$ cat src/fph_pkg.sv
/*
  Constants, register map and mode types for the decimation filter back
  end: FIR low-pass sub-stages with phase choice and first-order IIR
  high-pass stage.
  Assumes a single master clock domain and an AXI4-Lite register master.
*/
package fph_pkg;

  localparam int FPH_DW = 32;
  localparam int FPH_AW = 4;

  // Register byte offsets
  localparam logic [3:0] FPH_OFS_CTRL    = 4'h0;
  localparam logic [3:0] FPH_OFS_COEF_LO = 4'h4;
  localparam logic [3:0] FPH_OFS_COEF_HI = 4'h8;
  localparam logic [3:0] FPH_OFS_STATUS  = 4'hc;

  // Field positions
  localparam int FPH_CTRL_PHASE_BIT = 0;
  localparam int FPH_CTRL_CHAIN_LSB = 1;
  localparam int FPH_STAT_MODE_BIT  = 3;
  localparam int FPH_STAT_CNT_LSB   = 16;

  // Reset and fixed values
  localparam logic        FPH_RST_PHASE = 1'b0;
  localparam logic [15:0] FPH_RST_COEF  = 16'h0332;
  localparam logic [15:0] FPH_PIN_COEF  = 16'h0332;
  localparam int          FPH_COEF_SH   = 16;

  // AXI responses
  localparam logic [1:0] FPH_RESP_OKAY   = 2'h0;
  localparam logic [1:0] FPH_RESP_SLVERR = 2'h2;

  // FIR sub-stage layout
  localparam int FPH_NSUB        = 4;
  localparam int FPH_PHASED_FROM = 2;
  localparam int FPH_FIR_RATIO [0:FPH_NSUB-1] = '{2, 2, 4, 2};

  typedef enum logic [1:0] {
    FPH_CH_BYPASS,
    FPH_CH_SINC,
    FPH_CH_FIR,
    FPH_CH_HPF
  } fph_chain_t;

  localparam fph_chain_t FPH_RST_CHAIN = FPH_CH_HPF;

endpackage

$ cat src/fph_fir_sub.sv
/*
  One decimating FIR sub-stage with three taps and an optional
  minimum-phase tap set.
  Assumes samples arrive as one-cycle in_valid pulses on ref_clk.
*/
`timescale 1ns/1ps
module fph_fir_sub import fph_pkg::*; #(
  parameter int RATIO  = 2,
  parameter bit PHASED = 1'b0
) (
  // Clock and reset
  input  wire logic                     ref_clk,
  input  wire logic                     resetn,
  input  wire logic                     clk_en,
  // Control
  input  wire logic                     min_phase,
  // Sample stream
  input  wire logic                     in_valid,
  input  wire logic signed [FPH_DW-1:0] in_data,
  output logic                          out_valid,
  output logic signed [FPH_DW-1:0]      out_data
);

  localparam logic [2:0] LAST = 3'(RATIO - 1);

  typedef struct packed {
    logic signed [FPH_DW-1:0] x1;
    logic signed [FPH_DW-1:0] x2;
    logic [2:0]               cnt;
    logic                     ov;
    logic signed [FPH_DW-1:0] od;
  } fph_sub_st_t;

  fph_sub_st_t s_ff;
  fph_sub_st_t nxt_s;
  logic signed [FPH_DW+1:0] t0, t1, t2, acc;
  logic use_min;

  assign use_min = PHASED && min_phase;

  always_comb begin
    nxt_s = s_ff;
    t0 = (FPH_DW+2)'(in_data);
    t1 = (FPH_DW+2)'(s_ff.x1);
    t2 = (FPH_DW+2)'(s_ff.x2);
    acc = use_min ? (t0 + t0 + t1 + t2) : (t0 + t1 + t1 + t2);
    nxt_s.ov = 1'b0;
    if (in_valid) begin
      nxt_s.x1 = in_data;
      nxt_s.x2 = s_ff.x1;
      if (s_ff.cnt == LAST) begin
        nxt_s.cnt = 3'h0;
        nxt_s.ov  = 1'b1;
        nxt_s.od  = acc[FPH_DW+1:2];
      end else begin
        nxt_s.cnt = s_ff.cnt + 3'h1;
      end
    end
  end

  always_ff @(posedge ref_clk or negedge resetn) begin
    if (!resetn) begin
      s_ff <= '0;
    end else if (clk_en) begin
      s_ff <= nxt_s;
    end
  end

  assign out_valid = s_ff.ov;
  assign out_data  = s_ff.od;
endmodule

$ cat src/fph_stage.sv
/*
  Filter back end: four FIR sub-stages, first-order IIR high-pass,
  output chain select, pin or register control, AXI4-Lite registers.
  Assumes upstream sinc samples as one-cycle pulses on ref_clk and a
  downstream sink that takes every out_valid pulse.
*/
`timescale 1ns/1ps
module fph_stage import fph_pkg::*; (
  // Clock and reset
  input  wire logic                     ref_clk,
  input  wire logic                     resetn,
  input  wire logic                     clk_en,
  // Control pins
  input  wire logic                     control_mode_select,
  input  wire logic                     phase_select,
  input  wire logic                     bypass_select,
  input  wire logic                     highpass_enable,
  // Sample stream from the sinc stage
  input  wire logic                     in_valid,
  input  wire logic signed [FPH_DW-1:0] in_data,
  // Sample stream to output processing
  output logic                          out_valid,
  output logic signed [FPH_DW-1:0]      out_data,
  // AXI4-Lite write
  input  wire logic [FPH_AW-1:0]        awaddr,
  input  wire logic                     awvalid,
  output logic                          awready,
  input  wire logic [31:0]              wdata,
  input  wire logic [3:0]               wstrb,
  input  wire logic                     wvalid,
  output logic                          wready,
  output logic [1:0]                    bresp,
  output logic                          bvalid,
  input  wire logic                     bready,
  // AXI4-Lite read
  input  wire logic [FPH_AW-1:0]        araddr,
  input  wire logic                     arvalid,
  output logic                          arready,
  output logic [31:0]                   rdata,
  output logic [1:0]                    rresp,
  output logic                          rvalid,
  input  wire logic                     rready
);

  typedef struct packed {
    logic                     awready;
    logic                     wready;
    logic                     bvalid;
    logic [1:0]               bresp;
    logic                     aw_got;
    logic                     w_got;
    logic [FPH_AW-1:0]        awaddr;
    logic [31:0]              wdata;
    logic                     wstrb0;
    logic                     arready;
    logic                     rvalid;
    logic [1:0]               rresp;
    logic [31:0]              rdata;
    logic                     phase;
    fph_chain_t               chain;
    logic [7:0]               coef_lo;
    logic [7:0]               coef_hi;
    logic signed [FPH_DW-1:0] hx1;
    logic signed [FPH_DW-1:0] hy1;
    logic                     ov;
    logic signed [FPH_DW-1:0] od;
    logic [15:0]              out_cnt;
  } fph_top_st_t;

  function automatic logic fph_cfg_hit(input logic [FPH_AW-1:0] a);
    fph_cfg_hit = (a == FPH_OFS_CTRL) || (a == FPH_OFS_COEF_LO) ||
                  (a == FPH_OFS_COEF_HI);
  endfunction

  fph_top_st_t s_ff;
  fph_top_st_t nxt_s;

  logic                     eff_phase;
  fph_chain_t               eff_chain;
  logic [15:0]              eff_coef;
  logic signed [FPH_DW-1:0] fir_d [0:FPH_NSUB];
  logic [FPH_NSUB:0]        fir_v;
  logic signed [48:0]       hprod;
  logic signed [FPH_DW+2:0] hy_sum;
  logic                     wr_ok;
  logic                     rd_ok;

  //////////////////////////////////////////////////////////////////////////
  // Effective controls from pins or registers

  always_comb begin
    if (control_mode_select) begin
      eff_phase = phase_select;
      eff_coef  = FPH_PIN_COEF;
      if (bypass_select) begin
        eff_chain = FPH_CH_BYPASS;
      end else if (highpass_enable) begin
        eff_chain = FPH_CH_HPF;
      end else begin
        eff_chain = FPH_CH_FIR;
      end
    end else begin
      eff_phase = s_ff.phase;
      eff_chain = s_ff.chain;
      eff_coef  = {s_ff.coef_hi, s_ff.coef_lo};
    end
  end

  //////////////////////////////////////////////////////////////////////////
  // FIR sub-stages

  assign fir_d[0] = in_data;
  assign fir_v[0] = in_valid;

  for (genvar gi = 0; gi < FPH_NSUB; gi++) begin : g_sub
    fph_fir_sub #(
      .RATIO  (FPH_FIR_RATIO[gi]),
      .PHASED (gi >= FPH_PHASED_FROM)
    ) u_sub (
      .ref_clk   (ref_clk),
      .resetn    (resetn),
      .clk_en    (clk_en),
      .min_phase (eff_phase),
      .in_valid  (fir_v[gi]),
      .in_data   (fir_d[gi]),
      .out_valid (fir_v[gi+1]),
      .out_data  (fir_d[gi+1])
    );
  end

  //////////////////////////////////////////////////////////////////////////
  // Next state

  always_comb begin
    nxt_s = s_ff;
    hprod = s_ff.hy1 * $signed({1'b0, eff_coef});
    hy_sum = (FPH_DW+3)'(fir_d[FPH_NSUB]) - (FPH_DW+3)'(s_ff.hx1) +
             (FPH_DW+3)'(s_ff.hy1) -
             (FPH_DW+3)'($signed(hprod[48:FPH_COEF_SH]));
    wr_ok = 1'b0;
    rd_ok = 1'b0;

    if (fir_v[FPH_NSUB]) begin
      nxt_s.hx1 = fir_d[FPH_NSUB];
      nxt_s.hy1 = hy_sum[FPH_DW-1:0];
    end

    nxt_s.ov = 1'b0;
    case (eff_chain)
      FPH_CH_BYPASS, FPH_CH_SINC: begin
        if (in_valid) begin
          nxt_s.ov = 1'b1;
          nxt_s.od = in_data;
        end
      end
      FPH_CH_FIR: begin
        if (fir_v[FPH_NSUB]) begin
          nxt_s.ov = 1'b1;
          nxt_s.od = fir_d[FPH_NSUB];
        end
      end
      FPH_CH_HPF: begin
        if (fir_v[FPH_NSUB]) begin
          nxt_s.ov = 1'b1;
          nxt_s.od = hy_sum[FPH_DW-1:0];
        end
      end
      default: begin
        nxt_s.ov = 1'b0;
      end
    endcase
    if (nxt_s.ov) begin
      nxt_s.out_cnt = s_ff.out_cnt + 16'h1;
    end

    // Write address and data, taken in either order
    if (s_ff.bvalid && bready) begin
      nxt_s.bvalid = 1'b0;
    end
    if (s_ff.awready && awvalid) begin
      nxt_s.aw_got = 1'b1;
      nxt_s.awaddr = awaddr;
    end
    if (s_ff.wready && wvalid) begin
      nxt_s.w_got  = 1'b1;
      nxt_s.wdata  = wdata;
      nxt_s.wstrb0 = wstrb[0];
    end
    if (nxt_s.aw_got && nxt_s.w_got) begin
      nxt_s.aw_got = 1'b0;
      nxt_s.w_got  = 1'b0;
      nxt_s.bvalid = 1'b1;
      // no writable registers in pin mode
      wr_ok = !control_mode_select && fph_cfg_hit(nxt_s.awaddr);
      nxt_s.bresp = wr_ok ? FPH_RESP_OKAY : FPH_RESP_SLVERR;
      if (wr_ok && nxt_s.wstrb0) begin
        case (nxt_s.awaddr)
          FPH_OFS_CTRL: begin
            nxt_s.phase = nxt_s.wdata[FPH_CTRL_PHASE_BIT];
            nxt_s.chain = fph_chain_t'(
              nxt_s.wdata[FPH_CTRL_CHAIN_LSB +: 2]);
          end
          FPH_OFS_COEF_LO: nxt_s.coef_lo = nxt_s.wdata[7:0];
          FPH_OFS_COEF_HI: nxt_s.coef_hi = nxt_s.wdata[7:0];
          default: nxt_s.coef_lo = s_ff.coef_lo;
        endcase
      end
    end
    nxt_s.awready = !nxt_s.aw_got && !nxt_s.bvalid;
    nxt_s.wready  = !nxt_s.w_got && !nxt_s.bvalid;

    // Read channel
    if (s_ff.rvalid && rready) begin
      nxt_s.rvalid = 1'b0;
    end
    if (s_ff.arready && arvalid) begin
      rd_ok = (araddr == FPH_OFS_STATUS) ||
              (!control_mode_select && fph_cfg_hit(araddr));
      nxt_s.rvalid = 1'b1;
      nxt_s.rresp  = rd_ok ? FPH_RESP_OKAY : FPH_RESP_SLVERR;
      nxt_s.rdata  = 32'h0;
      if (rd_ok) begin
        case (araddr)
          FPH_OFS_CTRL:    nxt_s.rdata = {29'h0, s_ff.chain, s_ff.phase};
          FPH_OFS_COEF_LO: nxt_s.rdata = {24'h0, s_ff.coef_lo};
          FPH_OFS_COEF_HI: nxt_s.rdata = {24'h0, s_ff.coef_hi};
          default: begin
            nxt_s.rdata[FPH_STAT_CNT_LSB +: 16] = s_ff.out_cnt;
            nxt_s.rdata[FPH_STAT_MODE_BIT] = control_mode_select;
            nxt_s.rdata[2:1] = eff_chain;
            nxt_s.rdata[0]   = eff_phase;
          end
        endcase
      end
    end
    nxt_s.arready = !nxt_s.rvalid;
  end

  //////////////////////////////////////////////////////////////////////////
  // State register

  // every stage steps on the master clock
  always_ff @(posedge ref_clk or negedge resetn) begin
    if (!resetn) begin
      s_ff         <= '0;
      s_ff.awready <= 1'b1;
      s_ff.wready  <= 1'b1;
      s_ff.arready <= 1'b1;
      s_ff.phase   <= FPH_RST_PHASE;
      s_ff.chain   <= FPH_RST_CHAIN;
      s_ff.coef_lo <= FPH_RST_COEF[7:0];
      s_ff.coef_hi <= FPH_RST_COEF[15:8];
    end else if (clk_en) begin
      s_ff <= nxt_s;
    end
  end

  assign out_valid = s_ff.ov;
  assign out_data  = s_ff.od;
  assign awready   = s_ff.awready;
  assign wready    = s_ff.wready;
  assign bvalid    = s_ff.bvalid;
  assign bresp     = s_ff.bresp;
  assign arready   = s_ff.arready;
  assign rvalid    = s_ff.rvalid;
  assign rresp     = s_ff.rresp;
  assign rdata     = s_ff.rdata;
endmodule

$ cat config.mk
export PLATFORM = sky130hd
export DESIGN_NAME = fph_stage
export DESIGN_NICKNAME = d
export VERILOG_FILES = /design/src/fph_pkg.sv /design/src/fph_fir_sub.sv /design/src/fph_stage.sv
export SDC_FILE = /design/constraint.sdc
export NUM_CORES = 2
export LEC_CHECK = 0
export BUFFER_PORTS_ARGS = -buffer_cell sky130_fd_sc_hd__buf_2
export CELL_PAD_IN_SITES_DETAIL_PLACEMENT = 0
export CELL_PAD_IN_SITES_GLOBAL_PLACEMENT = 1
export CORE_MARGIN = 8
export CORE_UTILIZATION = 55
export CTS_CLUSTER_SIZE = 28
export DETAILED_ROUTE_END_ITERATION = 16
export PLACE_DENSITY_LB_ADDON = 0.1
export SLEW_MARGIN = 25
export SYNTH_ARGS = -nofsm -noshare
export SYNTH_HDL_FRONTEND = slang
export SYNTH_HIERARCHICAL = 1
export SYNTH_SLANG_ARGS = --single-unit
$ cat constraint.sdc
create_clock -name ref_clk -period 27.7 [get_ports ref_clk]
set_input_delay 2.77 -clock ref_clk [delete_from_list [all_inputs] [get_ports ref_clk]]
set_output_delay 2.77 -clock ref_clk [all_outputs]
set_load 0.005 [all_outputs]
==> flow_summary.ini <==
[status]
status = finished clean

[placed_design]
place_inst = 7290
place.detailed.hpwl_mm = 120
io_buffers = 125
place.gp.congestion = 0.922

[worst_setup_path]
setup.worst_path.start = control_mode_select
cp-start-kind = input port
r2r_end = out_data[28]$_DFFE_PN0P_
cpMostUsedCell = fa_1
critPathMaxStageDelay_ns = 0.85
cp-end-kind = flop
cp.arrival_ns = 13.70
path_max_fanout = 32
cp_data_required_time_ns = 28.17
r2r_start = s_ff[113]$_DFFE_PN1P_
ff2ff_setup_slack_ns = 16.78
crit_path_top_delay_cell = or2_2
critical_path_class = input port to flop
rr_worst_depth = 33

[drt]
viasPerCell = 5.65
drtIter0Drc = 2590
wl_per_cell_um = 20.4
wirelength_mm = 151
first_pass_iters = 5
vias = 41900
drc = 0
detail-route-antenna-nets = 0

[global_routing]
grt_pass1_wl_mm = 247
overflow = 0
grt_max_degree = 150
track_usage_pct = 25.6
first_global_vias = 43800
antenna_found_initial = 11

[cts]
cts-buffers-inserted = 66
cts_resized = 0
cts.sink_count = 578
cts_tree = yes
cts_setup_buffers = 0
path_clk_slew_ns = 0.06
clk_latency_ns = 0.63
cts_buffer_depth = 3
root_buffer = clkbuf_16
htree_levels = 3
postCtsHoldBufs = 0

[sta]
rsz0062_at_grt = no
period_share_pct = 47.8
hold_viol_final = 0
worstMarginPinSlew_ns = 1.07
finClkSkew_ns = 0.0349
maxSlewHeadroom_pct = 28.8
setup_viol = 0
fin_crit_ns = 13.23
fmax_mhz = 75.6
report.final.slew_viol_count = 0
fin_setup_tns_ns = 0

[cells_and_area]
drive_gt1_share_pct = 11.8
stdcell_count = 7405
fin_util_pct = 57.5
syn_to_final_growth_pct = 4.19
nets = 7105
layout_common_cells = 810 x inv_1, 740 x fa_1, 712 x nand2_1
layout_commonest_cell = inv_1

[yosys]
synth_edf_count = 0
netlist-cell-type-count = 119
synth_ff_type = dfrtp_1
syn_inst = 6147
synth_area_mm2 = 0.0597
syn_area_per_cell_um2 = 9.72
ys_seq_area_share_pct = 24.2
async_reset_ff_share_pct = 100
synth_seq_cells = 578
ys.warnings.count = 6

[worst_hold_path]
hold_class = flop to flop
hold_start = s_ff[15]$_DFFE_PN0P_
whs_endpoint = s_ff[15]$_DFFE_PN0P_
hold_depth = 1

[die]
start_util_pct = 55.2
io_pins = 163
die_y_um = 346
coreArea_mm2 = 0.108
rows = 121
die_area_mm2 = 0.119
die_w_um = 346

[flow_run]
cap_violations = 0
## synth_stat cells, types with 82 or more instances
cell	count	share of area (%)
nand4_1	82	0.86
inv_1	810	5.1
xor2_1	98	1.4
buf_4	199	2.5
a21o_1	126	1.6
xnor2_1	145	2.1
ha_1	332	7.0
and2_1	204	2.1
fa_1	740	25
nor2_1	201	1.3
dfrtp_1	568	24
a21oi_1	268	2.2
nand2_1	716	4.5
o21ai_0	289	2.4
mux2_2	316	6.0
clkbuf_1	216	1.4
## registers in the layout, indices dropped and copies added, names as in the netlist
register               cells
bvalid                     1
rdata                     24
rresp                      1
g_sub.u_sub/out_data     128
rvalid                     1
wready                     1
arready                    1
out_valid                  1
g_sub.u_sub/out_valid      4
awready                    1
out_data                  32
bresp                      1
s_ff                     114
g_sub.u_sub/s_ff         268
## worst max-delay path: cells and delay by family
| family | cells | cell delay (ns) |
|---|---|---|
| xor gates and xnor gates | 1 | 0.21 |
| adders and majority gates | 10 | 4.76 |
| AOI/OAI and AO/OA | 13 | 3.40 |
| buffers and inverters | 6 | 0.81 |
| and+or+nand+nor | 4 | 1.74 |
## per-stage QoR
step	setup WS, ns	cell area, um2	hold slack, ns
2_1_floorplan	16.05	59800	0.440
3_3_place_gp	14.09	60100	0.461
3_5_place_dp	14.02	60100	0.471
4_1_cts	14.66	62200	0.484
5_1_grt	14.20	62200	0.508
6_report	14.47	62200	0.481
## cells by family (layout without fill, tap and decap cells)
group,count (synthesis),after routing,synth area share [%]
adders and majority gates,1072,1072,31.8
xor gates and xnor gates,243,243,3.56
other,1,12,0.00628
DFF,578,578,24.2
AOI/OAI and AO/OA,1150,1150,12.9
muxes,339,339,6.34
buffers and inverters,1257,1090,9.32
and+or+nand+nor,1507,1507,11.9
## metal layers
| metal | GRT usage [%] | routed length [um] | up-vias |
|---|---|---|---|
| met4 | 7.89 | 5010 | 14 |
| met5 | 0 | 78 | - |
| met3 | 4.98 | 8680 | 232 |
| li1 | - | - | 19700 |
| met1 | 34.8 | 66700 | 21000 |
| met2 | 41.8 | 70900 | 887 |
## layout make-up
type	count	area (um2)
diodes	2	5.00
clock buffers	90	1890
clock inverters	23	264
fillers	9670	46000
inverters	810	3040
multi-input cells	4321	39800
flip-flops and latches	578	14500
well taps	1414	1770
repair buffers	167	967
## worst max path at each step
| stage | to | depth (start not counted) |
|---|---|---|
| after CTS | out_data[28]$_DFFE_PN0P_ | 34 |
| after global routing | out_data[31]$_DFFE_PN0P_ | 34 |
| after global placement | out_data[28]$_DFFE_PN0P_ | 34 |
| after floorplan | out_data[27]$_DFFE_PN0P_ | 38 |
| final | out_data[28]$_DFFE_PN0P_ | 34 |
| after detailed placement | out_data[28]$_DFFE_PN0P_ | 34 |
Power is left out: the tool's default activity adds up to more than one toggle a clock period on the data nets, which glitch-free logic cannot reach.
